===== src/core/oab_pkg.sv =====
// Package for the overlay alpha-blend control block of the second overlay window.
// Assumes an APB master with 32-bit data and one clock shared by bus and pixel pipe.
package oab_pkg;

    // Printed register index; the byte address is four times the index
    localparam logic [15:0] OAB_BLEND_CTRL_IDX = 16'h0836;
    localparam logic [15:0] OAB_KEY_COLOUR_IDX = 16'h0840;
    localparam logic [17:0] OAB_BLEND_CTRL_ADDR = {OAB_BLEND_CTRL_IDX, 2'b00};
    localparam logic [17:0] OAB_KEY_COLOUR_ADDR = {OAB_KEY_COLOUR_IDX, 2'b00};

    // Field positions of the blend control register
    localparam int OAB_CONST_ALPHA_LSB = 0;
    localparam int OAB_BLEND_EN_BIT = 8;
    localparam int OAB_MODE_LSB = 9;
    localparam int OAB_TRANSP_EN_BIT = 12;
    localparam int OAB_SWAP_BIT = 13;
    localparam int OAB_SHIFT_EN_BIT = 14;

    // Values after reset and writable-bit masks (bits 15 and 11 are reserved)
    localparam logic [15:0] OAB_BLEND_CTRL_RST = 16'h0000;
    localparam logic [15:0] OAB_BLEND_CTRL_MASK = 16'h77FF;
    localparam logic [23:0] OAB_KEY_COLOUR_RST = 24'h00_0000;

    // Expanded alpha of a set one-bit alpha (half blend)
    localparam logic [7:0] OAB_ALPHA_HALF = 8'h80;

    // Blend mode codes
    typedef enum logic [1:0] {
        OAB_MODE_CONST = 2'b00,
        OAB_MODE_MAP = 2'b01,
        OAB_MODE_BOTH = 2'b10,
        OAB_MODE_RSVD = 2'b11
    } oab_mode_t;

    // Overlay pixel alpha formats
    typedef enum logic [1:0] {
        OAB_FMT_NONE = 2'b00,
        OAB_FMT_1555 = 2'b01,
        OAB_FMT_4444 = 2'b10,
        OAB_FMT_8888 = 2'b11
    } oab_fmt_t;

    // APB slave phases, one-hot
    typedef enum logic [2:0] {
        OAB_APB_IDLE = 3'b001,
        OAB_APB_ACCESS = 3'b010,
        OAB_APB_DONE = 3'b100
    } oab_apb_state_t;

endpackage : oab_pkg


===== src/core/oab_mix.sv =====
// One colour channel of the alpha mixer: out = a*fg + (1-a)*bg, alpha in 1/256 steps.
// Assumes both channel values and alpha are stable for the cycle; purely combinational.
`timescale 1ns/1ps
module oab_mix #(
    parameter int CW = 8
) (
    // Channel values
    input wire logic [CW-1:0] fg_in,
    input wire logic [CW-1:0] bg_in,
    // Weight of fg_in, fraction of 256
    input wire logic [7:0] alpha_in,
    // Mixed channel
    output logic [CW-1:0] mix_out
);
    logic [8:0] inv_alpha;
    logic [CW+8:0] sum;

    // Weights always add to 256, so a full-scale input never overflows the channel
    assign inv_alpha = 9'h100 - {1'b0, alpha_in};
    assign sum = ({1'b0, fg_in} * {1'b0, alpha_in}) + (bg_in * inv_alpha);
    assign mix_out = sum[CW+7:8];

endmodule : oab_mix


===== src/core/oab_top.sv =====
// Blend control and pixel mixer of the second overlay window, register over APB.
// Assumes pixel stream and APB on mclk_in; pixel inputs come from same-clock logic.
// Behaviour
// - Blend enable at bit 8, two-bit blend mode at bits 10..9.
// - Shift enable at bit 14 moves the alpha-map value one place right.
// - One-bit alpha of 1:5:5:5 pixels expands to 00h or 80h.
// - With shift on, 80h becomes C0h and 00h stays 00h.
// - Shift ignored for zero alpha-map values and in constant-alpha mode 00b.
// - Swap bit 13 set: main pixel times alpha plus overlay times one minus alpha.
// - Swap bit clear: alpha weights overlay, one minus alpha weights main.
// - Unswapped output is overlay*alpha + main*(1-alpha); in mode 10b alpha = map times constant.
// - Mode 00b constant, 01b alpha map, 10b both combined, 11b reserved.
// - Alpha is a fraction of one; map precision follows the pixel format.
`timescale 1ns/1ps
module oab_top
    import oab_pkg::*;
#(
    parameter int AW = 18,
    parameter int CW = 8
) (
    // Clock and reset
    input wire logic mclk_in,
    input wire logic rst_in,
    // APB slave
    input wire logic psel_in,
    input wire logic penable_in,
    input wire logic pwrite_in,
    input wire logic [AW-1:0] paddr_in,
    input wire logic [31:0] pwdata_in,
    input wire logic [3:0] pstrb_in,
    output logic [31:0] prdata_out,
    output logic pready_out,
    output logic pslverr_out,
    // Pixel stream in
    input wire logic pix_valid_in,
    input wire logic [3*CW-1:0] main_window_pixel_in,
    input wire logic [3*CW-1:0] overlay_window_pixel_in,
    input wire logic [7:0] overlay_alpha_raw_in,
    input wire logic [1:0] overlay_alpha_fmt_in,
    input wire logic overlay_active_in,
    // Pixel stream out
    output logic pix_valid_out,
    output logic [3*CW-1:0] pix_out
);

    // Register state
    logic [15:0] blend_ctrl_r;
    logic [15:0] blend_ctrl_nxt;
    logic [3*CW-1:0] key_colour_r;
    logic [3*CW-1:0] key_colour_nxt;

    // Field views of the control register
    logic blend_en;
    logic [1:0] blend_mode;
    logic [7:0] const_alpha;
    logic transp_en;
    logic swap_en;
    logic shift_en;

    // Fields decode straight from the flops, so pixels see a write one cycle after its edge
    assign blend_en = blend_ctrl_r[OAB_BLEND_EN_BIT];
    assign blend_mode = blend_ctrl_r[OAB_MODE_LSB +: 2];
    assign const_alpha = blend_ctrl_r[OAB_CONST_ALPHA_LSB +: 8];
    assign transp_en = blend_ctrl_r[OAB_TRANSP_EN_BIT];
    assign swap_en = blend_ctrl_r[OAB_SWAP_BIT];
    assign shift_en = blend_ctrl_r[OAB_SHIFT_EN_BIT];

    // ---------------- APB slave ----------------
    oab_apb_state_t apb_state_r;
    oab_apb_state_t apb_state_nxt;
    logic [31:0] prdata_r;
    logic [31:0] prdata_nxt;
    logic pready_r;
    logic pslverr_r;
    logic pslverr_nxt;

    // Address decode, used for both the read mux and the write strobes
    function automatic logic [1:0] decode_addr(input logic [AW-1:0] addr);
        decode_addr = 2'b00;
        if (addr == AW'(OAB_BLEND_CTRL_ADDR)) begin
            decode_addr = 2'b01;
        end else if (addr == AW'(OAB_KEY_COLOUR_ADDR)) begin
            decode_addr = 2'b10;
        end
    endfunction : decode_addr

    logic [1:0] hit;
    logic setup_phase;
    logic wr_take;
    logic [31:0] strb_mask;
    logic wr_ctrl;
    logic wr_key;

    assign hit = decode_addr(paddr_in);
    assign setup_phase = psel_in && !penable_in;
    // A write lands only on the edge that completes the access phase
    assign wr_take = psel_in && penable_in && pready_r && pwrite_in && !pslverr_r;
    assign strb_mask = {{8{pstrb_in[3]}}, {8{pstrb_in[2]}}, {8{pstrb_in[1]}}, {8{pstrb_in[0]}}};
    // Per-register write strobes; an unmapped address never reaches either
    assign wr_ctrl = wr_take && (hit == 2'b01);
    assign wr_key = wr_take && (hit == 2'b10);

    // Read data and error are prepared in setup so they leave a flop in the access phase
    // Outside a setup both fall back to zero, so they stand for the access cycle only
    always_comb begin
        prdata_nxt = 32'h0000_0000;
        pslverr_nxt = 1'b0;
        if (setup_phase) begin
            pslverr_nxt = (hit == 2'b00);
            case (hit)
                2'b01: prdata_nxt = {16'h0000, blend_ctrl_r};
                2'b10: prdata_nxt = {{(32-3*CW){1'b0}}, key_colour_r};
                default: prdata_nxt = 32'h0000_0000;
            endcase
        end
    end

    // Zero-wait slave: pready rises in the first access cycle
    // A setup seen in DONE re-arms at once, so back-to-back transfers keep zero waits
    always_comb begin
        apb_state_nxt = apb_state_r;
        case (apb_state_r)
            OAB_APB_IDLE: begin
                if (setup_phase) begin
                    apb_state_nxt = OAB_APB_ACCESS;
                end
            end
            OAB_APB_ACCESS: begin
                apb_state_nxt = OAB_APB_DONE;
            end
            OAB_APB_DONE: begin
                apb_state_nxt = setup_phase ? OAB_APB_ACCESS : OAB_APB_IDLE;
            end
            default: apb_state_nxt = OAB_APB_IDLE;
        endcase
    end

    always_ff @(posedge mclk_in) begin
        if (rst_in) begin
            apb_state_r <= OAB_APB_IDLE;
            prdata_r <= 32'h0000_0000;
            pready_r <= 1'b0;
            pslverr_r <= 1'b0;
        end else begin
            apb_state_r <= apb_state_nxt;
            prdata_r <= prdata_nxt;
            pready_r <= (apb_state_nxt == OAB_APB_ACCESS);
            pslverr_r <= pslverr_nxt;
        end
    end

    // Register writes honour byte strobes; reserved bits stay zero
    // Byte lanes 0 and 1 reach the control register, lanes 0 to 2 the key colour
    always_comb begin
        blend_ctrl_nxt = blend_ctrl_r;
        key_colour_nxt = key_colour_r;
        if (wr_ctrl) begin
            blend_ctrl_nxt = ((blend_ctrl_r & ~strb_mask[15:0]) | (pwdata_in[15:0] & strb_mask[15:0]))
                             & OAB_BLEND_CTRL_MASK;
        end
        if (wr_key) begin
            key_colour_nxt = (key_colour_r & ~strb_mask[3*CW-1:0]) | (pwdata_in[3*CW-1:0] & strb_mask[3*CW-1:0]);
        end
    end

    always_ff @(posedge mclk_in) begin
        if (rst_in) begin
            blend_ctrl_r <= OAB_BLEND_CTRL_RST;
            key_colour_r <= OAB_KEY_COLOUR_RST;
        end else begin
            blend_ctrl_r <= blend_ctrl_nxt;
            key_colour_r <= key_colour_nxt;
        end
    end

    assign prdata_out = prdata_r;
    assign pready_out = pready_r;
    assign pslverr_out = pslverr_r;

    // ---------------- Alpha derivation ----------------
    logic [7:0] map_alpha;
    logic [7:0] map_shifted;
    logic shift_apply;
    logic [15:0] combined;
    logic [7:0] alpha_sel;
    logic key_hit;

    // Limitation: pixels arrive already unpacked; no colour format conversion is done here
    // Expand the pixel's own alpha to eight bits; precision follows its format
    always_comb begin
        case (overlay_alpha_fmt_in)
            OAB_FMT_1555: map_alpha = overlay_alpha_raw_in[0] ? OAB_ALPHA_HALF : 8'h00;
            OAB_FMT_4444: map_alpha = {overlay_alpha_raw_in[3:0], 4'h0};
            OAB_FMT_8888: map_alpha = overlay_alpha_raw_in;
            default: map_alpha = 8'h00;
        endcase
    end

    // Shift copies the top bit down, so 80h becomes C0h as the 75 percent step
    assign shift_apply = shift_en && (map_alpha != 8'h00) && (blend_mode != OAB_MODE_CONST);
    assign map_shifted = shift_apply ? {map_alpha[7], map_alpha[7:1]} : map_alpha;
    // Mode 10b keeps the top byte of map times constant, truncating toward zero
    assign combined = map_shifted * const_alpha;

    // Mode selects the alpha source; reserved code mixes nothing in
    always_comb begin
        case (blend_mode)
            OAB_MODE_CONST: alpha_sel = const_alpha;
            OAB_MODE_MAP: alpha_sel = map_shifted;
            OAB_MODE_BOTH: alpha_sel = combined[15:8];
            default: alpha_sel = 8'h00;
        endcase
    end

    // Keying compares the whole overlay colour against the programmed key
    // Trade-off: one 24-bit compare and no per-channel mask, so the key must match exactly
    assign key_hit = transp_en && (overlay_window_pixel_in == key_colour_r);

    // ---------------- Pixel pipeline ----------------
    logic s1_valid_r;
    logic [3*CW-1:0] s1_main_r;
    logic [3*CW-1:0] s1_ovl_r;
    logic [7:0] s1_alpha_r;
    logic s1_swap_r;
    logic [1:0] s1_sel_r;
    logic [1:0] s1_sel_nxt;

    // 0: main pixel, 1: overlay pixel as is, 2: blended
    always_comb begin
        if (!overlay_active_in || key_hit) begin
            s1_sel_nxt = 2'd0;
        end else if (!blend_en || blend_mode == OAB_MODE_RSVD) begin
            s1_sel_nxt = 2'd1;
        end else begin
            s1_sel_nxt = 2'd2;
        end
    end

    // Stage one captures the pixels with the alpha and the settings in force
    // Settings are taken per pixel, so a register write reaches the pixel after its edge
    always_ff @(posedge mclk_in) begin
        if (rst_in) begin
            s1_valid_r <= 1'b0;
            s1_main_r <= '0;
            s1_ovl_r <= '0;
            s1_alpha_r <= 8'h00;
            s1_swap_r <= 1'b0;
            s1_sel_r <= 2'd0;
        end else begin
            s1_valid_r <= pix_valid_in;
            s1_main_r <= main_window_pixel_in;
            s1_ovl_r <= overlay_window_pixel_in;
            s1_alpha_r <= alpha_sel;
            s1_swap_r <= swap_en;
            s1_sel_r <= s1_sel_nxt;
        end
    end

    // Swap chooses which pixel alpha weights
    logic [3*CW-1:0] fg;
    logic [3*CW-1:0] bg;
    logic [3*CW-1:0] mixed;
    logic [3*CW-1:0] out_nxt;

    assign fg = s1_swap_r ? s1_main_r : s1_ovl_r;
    assign bg = s1_swap_r ? s1_ovl_r : s1_main_r;

    // One mixer per colour channel
    genvar gi;
    generate
        for (gi = 0; gi < 3; gi++) begin : g_chan
            oab_mix #(.CW(CW)) u_mix (
                .fg_in(fg[gi*CW +: CW]),
                .bg_in(bg[gi*CW +: CW]),
                .alpha_in(s1_alpha_r),
                .mix_out(mixed[gi*CW +: CW])
            );
        end
    endgenerate

    // Final pick between the main pixel, the raw overlay pixel and the mixed one
    always_comb begin
        case (s1_sel_r)
            2'd0: out_nxt = s1_main_r;
            2'd1: out_nxt = s1_ovl_r;
            default: out_nxt = mixed;
        endcase
    end

    // Stage two registers the result so every output leaves a flop
    // Latency stays two cycles in every mode, so the valid flag needs no other alignment
    always_ff @(posedge mclk_in) begin
        if (rst_in) begin
            pix_valid_out <= 1'b0;
            pix_out <= '0;
        end else begin
            pix_valid_out <= s1_valid_r;
            pix_out <= out_nxt;
        end
    end

endmodule : oab_top


===== config.mk =====
export PLATFORM = sky130hd
export DESIGN_NAME = oab_top
export DESIGN_NICKNAME = d
export VERILOG_FILES = /design/src/core/oab_pkg.sv /design/src/core/oab_mix.sv /design/src/core/oab_top.sv
export SDC_FILE = /design/constraint.sdc
export NUM_CORES = 1
export LEC_CHECK = 0
export BUFFER_PORTS_ARGS = -buffer_cell sky130_fd_sc_hd__buf_2
export CELL_PAD_IN_SITES_DETAIL_PLACEMENT = 2
export CELL_PAD_IN_SITES_GLOBAL_PLACEMENT = 2
export CORE_MARGIN = 3
export CORE_UTILIZATION = 36
export CTS_BUF_LIST = sky130_fd_sc_hd__clkbuf_8
export CTS_CLUSTER_SIZE = 30
export DETAILED_ROUTE_END_ITERATION = 12
export PLACE_DENSITY_LB_ADDON = 0.15
export SKIP_CTS_REPAIR_TIMING = 1
export SLEW_MARGIN = 30
export SYNTH_ARGS = -nofsm -noshare
export SYNTH_HDL_FRONTEND = slang
export SYNTH_SLANG_ARGS = --single-unit

===== constraint.sdc =====
create_clock -name mclk_in -period 7.2 [get_ports mclk_in]
set_input_delay 0.36 -clock mclk_in [delete_from_list [all_inputs] [get_ports mclk_in]]
set_output_delay 0.36 -clock mclk_in [all_outputs]
set_load 0.01 [all_outputs]

==> metrics.md <==
| Metric | Value |
|---|---|
| Area growth from synthesis to layout | 12.94% |
| Synthesized cell area | 0.02079 mm2 |
| Worst Setup Slack, final | 0.2593 ns |
| Gate power share | roughly 14% |
| CP max stage cell | fa_1 |
| Number of synthesized flops with an enable pin | 0 |
| Synth Area in Adders | a little under half |
| IO Port Bufs | 160 |
| Detail Route Antenna Nets | 0 |
| Worst path max stage delay | 0.59 ns |
| Leakage | roughly 11 nW |
| WP depth | 22 |
| Fmax | 144.1 MHz |
| Slew @ Worst Pin | 0.7697 ns |
| Maximum buffer depth of the clock tree | 2 |
| Clock power frac | 38.7% |
| Die Width | about 250 um |
| Layout cells sized above 1 | 14.05% |
| Final std cell area, no fill | 0.02348 mm2 |
| Final setup viols | 0 |
| Status | completed |
| Slew Limit Fails | 0 |
| Worst-path clk slew | 0.11 ns |
| Multi-input gate area | 0.01595 mm2 |
| Clk sinks | 152 |
| Most frequent CP cell | fa_1 |
| Fin crit period | 6.941 ns |
| #FFs+latches synth | roughly 150 |
| Max-cap check violation count | 0 |
| Initial Utilization | 36.66% |
| Gpl congestion | between 0.8 and 0.9 |
| Net Sw Power | 0.6460 mW |
| Storage cell area | 0.003050 mm2 |
| Root Buffer | clkbuf_8 |
| Rows | 87 |
| Synth unique cells | 70 |
| WL final | 67.89 mm |
| Synth Area in XOR/XNOR | between 3 and 4% |
| Crit-path cells | inv_1, ha_1, or3b_4, buf_4, nor4b_2, buf_4, nand2b_1, fa_1, fa_1, fa_1, fa_1, fa_1, fa_1, inv_1, ha_1, o21a_1, o21a_1, nand4_1, a21oi_2, nor3_1, or4_1, o211a_1 |
| Worst slew margin | roughly 49% |
| All-Layer GR Usage | between 20% and 30% |
| Synth Area in Simple Gates | between 10% and 20% |
| Hold Violations, Final | 0 |
| Power Internal | between 1 and 1.5 mW |
| Num ports | 178 |
| Family with the most delay on the worst path | adder cells |
| Post-synthesis sequential area ratio | 14.64% |
| WP data required | roughly 7.7 ns |
| DP Wirelength | 55.82 mm |
| Critical R2R Launch | s1_alpha_r[1] |
| Pwr Total | around 1.9 mW |
| WHS Path Cells | 2 |
| Sequential power share | 47.0% |
| Residual DRC count | 0 |
| Primary FF master, synth | dfxtp_1 |
| Reg-to-reg slack, setup | approximately 0.26 ns |
| Initial drt markers | 581 |
| Via count | 16160 |
| CP startpoint kind | flip-flop |
| Min-Delay Path Class | in -> reg |
| Tcrit/Tclk final | 96.40% |
| H-tree depth | 4 |
| RSZ-0062 raised after global routing | no |
| CP startpoint | s1_alpha_r[1] |
| Place WS | -0.1725 ns |
| Syn Inst Count | between 2000 and 2500 |
| Die ar. | 0.06067 mm2 |
| Worst Setup EP | pix_out[15] |
| WS Path Type | reg -> reg |
| Critical Path End Type | flip-flop |
| Final #Nets | 3122 |
| Total core area | between 0.05 and 0.06 mm2 |
| Total grt overflow | 0 |
| Avg Synthesized Cell Area | between 9 and 10 um2 |
| Skew-Pair Late Insertion Delay | 0.57 ns |
| Total CTS buffers | 17 |
| DR pass1 iterations | 5 |
| R2R Path End | pix_out[15] |
| Max IR drop VDD | 127.9 uV |
| Asr flop ratio synth | 0% |
| Buf/Inv on CP | 4 |
| Initial antenna violation count | 5 |
| Largest net degree at the start of global routing | 70 |
| Fill count | 6279 |
| Worst Path Arrival | 7.39 ns |
| First-pass GRT wire length | 107.4 mm |
| Worst-path maximum fanout | 4 |
| Sw Ratio | 34.14% |
| Largest family of logic cells by synthesized area | adder cells |
| Die Span Y | 246.3 um |
| Clock skew | 0.03354 ns |
| Vias in the first global route | 18800 |
| Routed wire per std cell | 21.04 um |
| Area after DPL | 0.02289 mm2 |
| Mux cell area share after synthesis | 5.928% |
| CTS tree | done |
| R2R depth | 22 |
| Compound-cell area share of the yosys netlist | 4.514% |
| Pwr per Cell Area | 80.60 mW/mm2 |
| Drt via density | about 5 |
| Ys Warns | 0 |
power by group through the flow:
stage	combinational [mW]	sequential, mW	clock (mW)
2_1_floorplan	0.141	0.896	0
3_3_place_gp	0.262	0.907	0
3_5_place_dp	0.271	0.908	0
4_1_cts	0.273	0.889	0.770
5_1_grt	0.301	0.892	0.798
6_report	0.272	0.889	0.732
layer usage:
metal | routed length [um] | track usage (%)
met1 | 30140 | 29.77
met2 | 34270 | 41.20
met3 | 1916 | 3.374
met4 | 1500 | 6.008
met5 | 55 | 0
per-stage QoR:
| stage | TNS [ns] | cells | util [%] | hold WS (ns) |
|---|---|---|---|---|
| after floorplan | 0 | 2275 | - | 0.4138 |
| after global placement | 0 | 3189 | 40.36 | 0.4164 |
| after detailed placement | -0.3356 | 3189 | 40.36 | 0.4528 |
| after CTS | -0.4762 | 3221 | 41.15 | -0.05669 |
| after global routing | 0 | 3227 | 41.40 | 0.001787 |
| final | 0 | 3227 | 41.40 | 0.02100 |
synth_stat cells (4+ instances only):
| master | instances | area [um2] |
|---|---|---|
| ha_1 | 208 | 2603 |
| mux2i_1 | 80 | 800.8 |
| a31oi_1 | 5 | 31.28 |
| fa_1 | 338 | 6766 |
| xor2_1 | 40 | 350.3 |
| mux2_2 | 35 | 394.1 |
| nand2_1 | 202 | 758.2 |
| nor4_1 | 9 | 56.30 |
| and3_1 | 4 | 25.02 |
| nand3_1 | 13 | 65.06 |
| buf_4 | 8 | 60.06 |
| buf_2 | 7 | 35.03 |
| inv_1 | 408 | 1531 |
| dfxtp_1 | 152 | 3043 |
| xnor2_1 | 39 | 341.6 |
| nor3_1 | 36 | 180.2 |
| and2_1 | 102 | 638.1 |
| nor2_1 | 215 | 807.0 |
| a21oi_1 | 26 | 130.1 |
| buf_1 | 4 | 15.01 |
| nor2b_1 | 93 | 581.8 |
| nand2b_1 | 37 | 231.5 |
| a211oi_1 | 31 | 232.7 |
| o21ai_0 | 14 | 70.07 |
| clkbuf_1 | 67 | 251.5 |
| a21o_1 | 5 | 37.54 |
| a22oi_1 | 14 | 105.1 |
| nand4_1 | 13 | 81.33 |
| o21a_1 | 5 | 37.54 |
| or3_1 | 6 | 37.54 |
cells by family after synthesis:
logic type / Yosys count
other: 1
XOR/XNOR: 79
adder cells (fa/ha/maj): 546
flip-flops: 152
AO/OA/AOI/OAI: 130
AND/OR/NAND/NOR: 745
multiplexers: 117
buffers and inverters: 498
worst min path at each step:
stage                            start              to
5_1_grt        main_window_pixel_in[2]    s1_main_r[2]
2_1_floorplan               s1_valid_r   pix_valid_out
4_1_cts        main_window_pixel_in[5]    s1_main_r[5]
6_report       main_window_pixel_in[4]    s1_main_r[4]
3_3_place_gp                s1_valid_r   pix_valid_out
3_5_place_dp            apb_state_r[0]  apb_state_r[2]
area by class of cell:
type	count	area share, %
clock buffers	17	0.9965
flip-flops and latches	152	12.99
clock inverters	15	0.8900
diodes	1	0.01066
repair buffers	251	6.592
inverters	410	6.555
well taps	756	4.029
multi-input cells	1625	67.93
cells in the final DEF (no fill, tap or decap), drive strengths merged, types with 8 or more instances in the layout:
master | netlist | routed
nor2b | 93 | 93
a22oi | 14 | 14
mux2 | 36 | 36
nand2b | 37 | 37
nor2 | 215 | 215
nor4 | 9 | 9
nor3 | 37 | 37
clkbuf | 68 | 17
and2 | 102 | 102
o21ai | 16 | 16
conb | 1 | 8
nand3 | 13 | 13
ha | 208 | 208
xnor2 | 39 | 39
dfxtp | 152 | 152
a211oi | 31 | 31
clkinv | 2 | 9
inv | 408 | 416
mux2i | 80 | 80
a21oi | 27 | 27
buf | 20 | 248
fa | 338 | 338
nand2 | 202 | 202
nand4 | 13 | 13
xor2 | 40 | 40
No activity file was read; power rests on OpenSTA's default activity.
